$ cat src/rtl/css_defs.vh
/*
 constants for the clock start-up and reset sequencer.
 assumes pclk at 100 mhz; the watchdog oscillator and the selected
 oscillator arrive as clock pins and are sampled, not used as clocks.
*/
// Notes on behaviour
// hold internal reset extra time-out after sources
// time-out in watchdog cycles: 0, 512, 8192
// oscillator-cycle counter releases reset after count
// reset: both counts; sleep wake: oscillator only
// low-power crystal range from clock_source_fuses[3:1]
// bit0=0, start time 00/01: 258 ck plus 14ck
// 1k ck cases with their reset delays
// bit0=1, start time 01..11: 16k ck cases
// rc: 6 ck wake, 14 ck plus delay
// clock_source_fuses 0010 selects calibrated rc
// calibration byte copied to trim during reset
// time-out always timed from watchdog oscillator
// divide_by_eight_fuse programmed divides clock by 8
// unprogrammed fuse resets prescaler field to 0000
// fuses sampled before time-out, then held
`ifndef CSS_DEFS_VH
`define CSS_DEFS_VH
`define CSS_ADDR_CTRL 12'h000
`define CSS_ADDR_STAT 12'h004
`define CSS_ADDR_TRIM 12'h008
`define CSS_ADDR_FUSE 12'h00c
`define CSS_TOUT_NONE 14'h0000
`define CSS_TOUT_4MS 14'h0200
`define CSS_TOUT_65MS 14'h2000
`define CSS_EXTRA_CK 15'h000e
`define CSS_SU_6 15'h0006
`define CSS_SU_258 15'h0102
`define CSS_SU_1K 15'h0400
`define CSS_SU_16K 15'h4000
`define CSS_SRC_RC 4'h2
`define CSS_SRC_EXT 4'h0
`define CSS_PS_UNDIV 4'h0
`define CSS_PS_DIV8 4'h3
`define CSS_DIV8_LAST 3'h7
`define CSS_MODE_XTAL 2'h0
`define CSS_MODE_RC 2'h1
`define CSS_MODE_EXT 2'h2
`define CSS_MODE_BAD 2'h3
`endif

$ cat src/rtl/css_edge.v
/*
 sync and rising-edge detect of one outside clock pin.
 assumes pclk is much faster than the pin clock.
*/
`timescale 1ns/100ps
module css_edge
(
   input wire pclk,
   input wire presetn,
   input wire pin,
   output wire rise
);
reg s1_q;
reg s2_q;
reg s3_q;
always @(posedge pclk or negedge presetn)
begin
   if (!presetn)
   begin
      s1_q <= 1'b0;
      s2_q <= 1'b0;
      s3_q <= 1'b0;
   end
   else
   begin
      s1_q <= pin;
      s2_q <= s1_q;
      s3_q <= s2_q;
   end
end
assign rise = s2_q & ~s3_q;
endmodule // css_edge

$ cat src/rtl/css_top.v
/*
 start-up sequencer: holds internal reset through the watchdog time-out
 and the oscillator start-up count, decodes fuses, loads rc trim and
 prescaler, apb slave for status.
 assumes fuses, calibration byte and reset sources are static levels
 from outside the pclk domain.
*/
// The APB interface to the registers and the register addresses were decided locally.
`timescale 1ns/100ps
`include "css_defs.vh"
module css_top
(
   input wire pclk,
   input wire presetn,
   input wire psel,
   input wire penable,
   input wire pwrite,
   input wire [11:0] paddr,
   input wire [31:0] pwdata,
   output wire [31:0] prdata,
   output wire pready,
   output wire pslverr,
   input wire ext_reset_active,
   input wire wake_from_sleep,
   input wire wdt_osc_clk,
   input wire sel_osc_clk,
   input wire [3:0] clock_source_fuses,
   input wire [1:0] start_time_fuses,
   input wire divide_by_eight_fuse,
   input wire [7:0] calibration_byte,
   output wire internal_reset,
   output wire sys_clk_en,
   output wire rc_select,
   output wire [7:0] rc_trim_register,
   output wire [3:0] prescaler_select_field,
   output wire [1:0] xtal_range
);

// ****************************************
// state and synchronisers
// ****************************************
localparam ST_HOLD = 3'h0;
localparam ST_SAMPLE = 3'h1;
localparam ST_TOUT = 3'h2;
localparam ST_START = 3'h3;
localparam ST_RUN = 3'h4;

reg [2:0] st_q;
reg [2:0] st_d;
reg [13:0] wdt_cnt_q;
reg [13:0] wdt_cnt_d;
reg [14:0] osc_cnt_q;
reg [14:0] osc_cnt_d;
reg [3:0] cks_q;
reg [1:0] stime_q;
reg div8_q;
reg [7:0] trim_q;
reg [3:0] ps_q;
reg [2:0] div_q;
reg [3:0] ctrl_q;
reg rst_s1_q;
reg rst_s2_q;
reg wake_s1_q;
reg wake_s2_q;
reg wake_s3_q;
reg [3:0] fcks_s1_q;
reg [3:0] fcks_s2_q;
reg [1:0] fst_s1_q;
reg [1:0] fst_s2_q;
reg fdiv_s1_q;
reg fdiv_s2_q;
reg [7:0] cal_s1_q;
reg [7:0] cal_s2_q;
wire wdt_rise;
wire osc_rise;
wire wake_pulse;
wire apb_wr;
reg [31:0] rdata;
reg [13:0] tout_len;
reg [14:0] su_len;
reg [14:0] extra_len;
reg [1:0] mode;

always @(posedge pclk or negedge presetn)
begin
   if (!presetn)
   begin
      rst_s1_q <= 1'b1;
      rst_s2_q <= 1'b1;
      wake_s1_q <= 1'b0;
      wake_s2_q <= 1'b0;
      wake_s3_q <= 1'b0;
      fcks_s1_q <= `CSS_SRC_EXT;
      fcks_s2_q <= `CSS_SRC_EXT;
      fst_s1_q <= 2'h0;
      fst_s2_q <= 2'h0;
      fdiv_s1_q <= 1'b1;
      fdiv_s2_q <= 1'b1;
      cal_s1_q <= 8'h00;
      cal_s2_q <= 8'h00;
   end
   else
   begin
      rst_s1_q <= ext_reset_active;
      rst_s2_q <= rst_s1_q;
      wake_s1_q <= wake_from_sleep;
      wake_s2_q <= wake_s1_q;
      wake_s3_q <= wake_s2_q;
      fcks_s1_q <= clock_source_fuses;
      fcks_s2_q <= fcks_s1_q;
      fst_s1_q <= start_time_fuses;
      fst_s2_q <= fst_s1_q;
      fdiv_s1_q <= divide_by_eight_fuse;
      fdiv_s2_q <= fdiv_s1_q;
      cal_s1_q <= calibration_byte;
      cal_s2_q <= cal_s1_q;
   end
end
assign wake_pulse = wake_s2_q & ~wake_s3_q;

// watchdog oscillator times the time-out, whatever clocks the core
css_edge u_wdt_edge
(
   .pclk(pclk),
   .presetn(presetn),
   .pin(wdt_osc_clk),
   .rise(wdt_rise)
);

css_edge u_osc_edge
(
   .pclk(pclk),
   .presetn(presetn),
   .pin(sel_osc_clk),
   .rise(osc_rise)
);

// ****************************************
// fuse decode
// ****************************************
always @*
begin
   if (cks_q[3])
      mode = `CSS_MODE_XTAL;
   else if (cks_q == `CSS_SRC_RC)
      mode = `CSS_MODE_RC;
   else if (cks_q == `CSS_SRC_EXT)
      mode = `CSS_MODE_EXT;
   else
      mode = `CSS_MODE_BAD;
end

always @*
begin
   tout_len = `CSS_TOUT_NONE;
   su_len = `CSS_SU_6;
   extra_len = `CSS_EXTRA_CK;
   if (mode == `CSS_MODE_XTAL)
   begin
      case ({cks_q[0], stime_q})
         3'b000: su_len = `CSS_SU_258;
         3'b001: su_len = `CSS_SU_258;
         3'b010: su_len = `CSS_SU_1K;
         3'b011: su_len = `CSS_SU_1K;
         3'b100: su_len = `CSS_SU_1K;
         default: su_len = `CSS_SU_16K;
      endcase
      case ({cks_q[0], stime_q})
         3'b000: tout_len = `CSS_TOUT_4MS;
         3'b001: tout_len = `CSS_TOUT_65MS;
         3'b011: tout_len = `CSS_TOUT_4MS;
         3'b100: tout_len = `CSS_TOUT_65MS;
         3'b110: tout_len = `CSS_TOUT_4MS;
         3'b111: tout_len = `CSS_TOUT_65MS;
         default: tout_len = `CSS_TOUT_NONE;
      endcase
   end
   else
   begin
      // rc and external clock: 6 ck wake; reserved 11 taken as longest
      case (stime_q)
         2'b00: tout_len = `CSS_TOUT_NONE;
         2'b01: tout_len = `CSS_TOUT_4MS;
         default: tout_len = `CSS_TOUT_65MS;
      endcase
   end
   // time-out lengths above are watchdog cycles; start-up lengths are oscillator cycles
end

assign rc_select = (mode == `CSS_MODE_RC);
assign xtal_range = (mode == `CSS_MODE_XTAL) ? cks_q[2:1] : 2'h0;

// ****************************************
// sequencer
// ****************************************
always @*
begin
   st_d = st_q;
   wdt_cnt_d = wdt_cnt_q;
   osc_cnt_d = osc_cnt_q;
   case (st_q)
      ST_HOLD:
         if (!rst_s2_q)
            st_d = ST_SAMPLE;
      ST_SAMPLE:
      begin
         st_d = ST_TOUT;
         wdt_cnt_d = 14'h0000;
      end
      ST_TOUT:
         if (wdt_cnt_q >= tout_len)
         begin
            st_d = ST_START;
            osc_cnt_d = 15'h0000;
         end
         else if (wdt_rise)
            wdt_cnt_d = wdt_cnt_q + 14'h0001;
      ST_START:
         // from reset the 14 ck extra delay follows the start-up count
         if (osc_cnt_q >= su_len + (wake_s2_q ? 15'h0000 : extra_len))
            st_d = ST_RUN;
         else if (osc_rise)
            osc_cnt_d = osc_cnt_q + 15'h0001;
      ST_RUN:
         if (wake_pulse)
         begin
            st_d = ST_START;
            osc_cnt_d = 15'h0000;
         end
      default:
         st_d = ST_HOLD;
   endcase
   if (rst_s2_q)
      st_d = ST_HOLD;
end

always @(posedge pclk or negedge presetn)
begin
   if (!presetn)
   begin
      st_q <= ST_HOLD;
      wdt_cnt_q <= 14'h0000;
      osc_cnt_q <= 15'h0000;
      cks_q <= `CSS_SRC_EXT;
      stime_q <= 2'h0;
      div8_q <= 1'b1;
      trim_q <= 8'h00;
      ps_q <= `CSS_PS_UNDIV;
   end
   else
   begin
      st_q <= st_d;
      wdt_cnt_q <= wdt_cnt_d;
      osc_cnt_q <= osc_cnt_d;
      if (st_q == ST_HOLD || st_q == ST_SAMPLE)
      begin
         cks_q <= fcks_s2_q;
         stime_q <= fst_s2_q;
         div8_q <= fdiv_s2_q;
         trim_q <= cal_s2_q;
         // fuse low means programmed
         ps_q <= fdiv_s2_q ? `CSS_PS_UNDIV : `CSS_PS_DIV8;
      end
      else if (apb_wr && paddr == `CSS_ADDR_TRIM)
         trim_q <= pwdata[7:0];
   end
end

assign internal_reset = (st_q != ST_RUN);

// ****************************************
// system clock divider
// ****************************************
always @(posedge pclk or negedge presetn)
begin
   if (!presetn)
      div_q <= 3'h0;
   else if (internal_reset)
      div_q <= 3'h0;
   else if (osc_rise)
      div_q <= div_q + 3'h1;
end

// one enable per oscillator cycle, or per eight when divided
assign sys_clk_en = ~internal_reset & osc_rise &
   (div8_q | (div_q == `CSS_DIV8_LAST));
assign rc_trim_register = trim_q;
assign prescaler_select_field = ps_q;

// ****************************************
// apb slave
// ****************************************
assign apb_wr = psel & penable & pwrite;
assign pready = 1'b1;
assign pslverr = psel & penable & ~((paddr == `CSS_ADDR_CTRL) |
   (paddr == `CSS_ADDR_STAT) | (paddr == `CSS_ADDR_TRIM) |
   (paddr == `CSS_ADDR_FUSE));

always @(posedge pclk or negedge presetn)
begin
   if (!presetn)
      ctrl_q <= 4'h0;
   else if (apb_wr && paddr == `CSS_ADDR_CTRL)
      ctrl_q <= pwdata[3:0];
end

always @*
begin
   if (paddr == `CSS_ADDR_CTRL)
      rdata = {28'h0000000, ctrl_q};
   else if (paddr == `CSS_ADDR_STAT)
      rdata = {25'h0000000, mode, internal_reset, st_q, rc_select};
   else if (paddr == `CSS_ADDR_TRIM)
      rdata = {24'h000000, trim_q};
   else if (paddr == `CSS_ADDR_FUSE)
      rdata = {21'h000000, ps_q, div8_q, stime_q, cks_q};
   else
      rdata = 32'h00000000;
end
assign prdata = rdata;
endmodule // css_top

$ cat config.mk
export PLATFORM = sky130hd
export DESIGN_NAME = css_top
export DESIGN_NICKNAME = d
export VERILOG_FILES = /design/src/rtl/css_edge.v /design/src/rtl/css_top.v
export VERILOG_INCLUDE_DIRS = /design/src /design/src/rtl
export SDC_FILE = /design/constraint.sdc
export NUM_CORES = 1
export LEC_CHECK = 0
export ABC_AREA = 1
export BUFFER_PORTS_ARGS = -buffer_cell sky130_fd_sc_hd__buf_2
export CELL_PAD_IN_SITES_DETAIL_PLACEMENT = 0
export CELL_PAD_IN_SITES_GLOBAL_PLACEMENT = 1
export CORE_AREA = 4 4 120 122
export CTS_CLUSTER_DIAMETER = 120
export DETAILED_ROUTE_END_ITERATION = 10
export DIE_AREA = 0 0 124 126
export PLACE_DENSITY = 0.77
export SYNTH_ARGS = -nofsm -noshare
export SYNTH_HDL_FRONTEND = slang
export SYNTH_HIERARCHICAL = 1
export SYNTH_SLANG_ARGS = --single-unit
$ cat constraint.sdc
create_clock -name pclk -period 3.5 [get_ports pclk]
set_input_delay 0.175 -clock pclk [delete_from_list [all_inputs] [get_ports pclk]]
set_output_delay 0.175 -clock pclk [all_outputs]
set_load 0.01 [all_outputs]
==> flow_summary.json <==
{
  "setup_violations": 0,
  "timing.critical_path.slowest_stage_cell": "dfrtp_1",
  "worstHoldPathType": "input port to flop",
  "cap_violations": 0,
  "timing_worst_setup_path_type": "flop to flop",
  "share_of_the_cycle_needed_by_the_critical_path_after_routing": 0.847,
  "synth_area_leader_cell": "dfrtp_1",
  "drt_first_iter_violations": 308,
  "cts-root-to-sink-buffers": 2,
  "wirelength_um": 12000,
  "tritoncts.num_buffers": 9,
  "fp.dieH_um": 126,
  "slew_headroom": 0.427,
  "dr.pass1.iters": 7,
  "finalHoldViolations": 0,
  "endpoint_kind": "flop",
  "floorplan.die_area_um2": 15600,
  "clk_latency_ps": 350,
  "global_route_wire_length_before_repair_um": 20400,
  "yosys-top-cells-count": "nand2_1, dfrtp_1, nor2_1",
  "placed_cells": 868,
  "worst_case_vdd_ir_drop_mv": 0.502,
  "portion_of_synthesized_cell_area_occupied_by_the_leading_cell_type": 0.431,
  "netlist_area_before_placement_um2": 5290,
  "cp_num_buf_inv": 0,
  "tritoncts_clock_tree": "yes",
  "synthTopCellsByArea": "dfrtp_1, nand2_1, nor2_1",
  "initial_core_util": 0.401,
  "port-buffer-count": 68,
  "clkSlewWorstSetupHoldPaths_ps": 70,
  "route.detailed.wl_per_inst_um": 13.3,
  "antenna_found_initial": 0,
  "crit_arrival_ps": 3200,
  "p_per_area_nw_per_um2": 614,
  "syn_area_per_cell_um2": 8.27,
  "boundaryPins": 119,
  "detailed_place_hpwl_um": 8740,
  "total_leakage_power_nw": 3.03,
  "synth-edff-count": 0,
  "gpl.final_weighted_congestion": 0.846,
  "yosys.cell_types.count": 42,
  "synthesized_instance_count": 639,
  "final_core_utilization": 0.467,
  "floorplan.rows": 42,
  "post-cts-setup-buffers": 0,
  "fin_tns_setup_ps": 0,
  "crit_top_cell": "nand2_1",
  "synthMostInstantiatedCell": "nand2_1",
  "number_of_synthesized_register_bits": 96,
  "timing_max_transition_violations_final": 0,
  "core_area_um2": 13200,
  "clock_sink_count": 96,
  "h-tree-depth": 3,
  "globalRouteTotalUtil": 0.164,
  "final.min_clock_period_ps": 2960,
  "fin_clk_skew_ps": 8.58,
  "crit_path_max_incr_delay_ps": 530,
  "drc": 0,
  "total_number_of_vias": 4290,
  "sequential_to_total_area_share_from_yosys_stat": 0.456,
  "path_cells": "o21ai_0, ha_1, fa_1, xor2_1, ha_1, nand2_1, nor2_1, nand2_1, nand2_1, nand2_1, nand4_2, nand2_4, nand2_4, nand2_1, nand2_1",
  "status": "finished, final reports clean",
  "fmax_ghz": 0.337,
  "rsz0062_at_grt": "no",
  "viasPerCell": 4.75,
  "cts-root-buf": "clkbuf_16",
  "cp_top_family": "simple AND/OR/NAND/NOR gates",
  "worst_slew_pin_slew_ps": 856,
  "chipWidth_um": 124,
  "crit_path_start_kind": "flop",
  "final_net_count": 809,
  "grt-ovfl-total": 0,
  "first_global_vias": 4200,
  "area.growth.synth_to_final_pct": 16.4,
  "antenna_violating_nets_post_route": 0,
  "ys.warnings.count": 6,
  "fillerInstances": 1303,
  "drive_above_1_share": 0.195,
  "post_layout_nonfiller_instances": 904,
  "diode_insertion_count_for_antenna_repair": 0,
  "dominantRegCellSynth": "dfrtp_1",
  "crit_fanout": 16,
  "ys_async_sr_fraction": 1.00,
  "grt_max_degree": 43,
  "timing.critical_path.required_ps": 3730
}
through the flow:
step	setup WS, ps	hold slack [ps]	cell area [µm²]	power [W]
after floorplan	901	-121	5380	0.00247
after global placement	547	157	5650	0.00275
after detailed placement	539	163	5650	0.00278
after CTS	500	77.5	6160	0.00384
after global routing	231	78.2	6160	0.00408
final	535	88.0	6160	0.00378
sequential cells by signal, summed over array words and instances (netlist names), 3 cells and up:
signal,cells
cal_s1_q,8
fcks_s1_q,4
ctrl_q,4
rc_trim_register,8
div_q,3
osc_cnt_q,15
fcks_s2_q,4
wdt_cnt_q,14
st_q,3
cal_s2_q,8
cks_q,4
report_power, final:
group / switching [W] / total (W) / internal, W / leakage [nW]
Combinational: 0.000914 / 0.00135 / 0.000437 / 1.68
Clock: 0.000451 / 0.00102 / 0.000569 / 0.151
Sequential: 0.000141 / 0.00141 / 0.00127 / 1.20
Total: 0.00151 / 0.00378 / 0.00227 / 3.03
cell usage in the layout, fill, tap and decap left out, drive strengths merged:
master	instances
buf	71
o21bai	2
nor3b	1
o21ai	46
nand3	54
ha	17
nand4	7
clkinv	1
nor2	75
o22a	2
dfrtp	91
o31ai	1
fa	1
xor2	9
clkbuf	10
or2	6
dfstp	5
a211oi	2
bufinv	1
mux2	4
a31oi	10
inv	68
a21oi	21
xnor2	1
conb	26
nor3	12
nand2	161
dlygate4sd3	20
o22ai	3
per-layer routing:
metal / GRT usage / wire [µm]
met5: 0 / 0
met4: 0.0438 / 132
met3: 0.0363 / 487
met2: 0.268 / 5990
met1: 0.222 / 5390
cells by family after synthesis:
family / after synthesis / share of synthesized area
mux: 4 / 0.00852
flops: 96 / 0.456
other cells: 2 / 0.00142
fa+ha+maj: 18 / 0.0440
xor+xnor: 10 / 0.0166
compound gates: 87 / 0.103
buf+inv: 106 / 0.105
simple gates: 316 / 0.266
cell type report:
class	instances	area [µm²]	share of cell area
well taps	176	220	0.0358
multi-input cells	461	2410	0.392
repair buffers	91	566	0.0919
inverters	64	243	0.0394
clock buffers	10	229	0.0372
clock inverters	6	75.1	0.0122
flip-flops and latches	96	2410	0.391
worst register-to-register path: stages, from the launching register on:
cell and delay [ps]:
dfrtp_1 530, o21ai_0 230, ha_1 260, fa_1 380
xor2_1 180, ha_1 310, nand2_1 80, nor2_1 40
nand2_1 50, nand2_1 70, nand2_1 100, nand4_2 120
nand2_4 200, nand2_4 170, nand2_1 90, nand2_1 50
timing repair:
| item | CTS | global route |
|---|---|---|
| hold buffers | 20 | 0 |
| gates resized for setup | 0 | 0 |
| hold endpoints to repair | 48 | 0 |
path summary, 6_finish.rpt:
| kind | startpoint | to | slack [ps] | depth (start not counted) |
|---|---|---|---|---|
| max | cks_q[3] | osc_cnt_q[9] | 540 | 15 |
| min | pwdata[0] | ctrl_q[0] | 90 | 2 |
| max reg2reg | cks_q[3] | osc_cnt_q[9] | 540 | 15 |
| min reg2reg | u_osc_edge/s1_q | u_osc_edge/s2_q | 350 | 0 |
| max in group asynchronous | presetn | rst_s2_q | 2290 | 3 |
| min in group asynchronous | presetn | osc_cnt_q[2] | 320 | 2 |
Note: power is estimated with default switching activity, not from simulation.
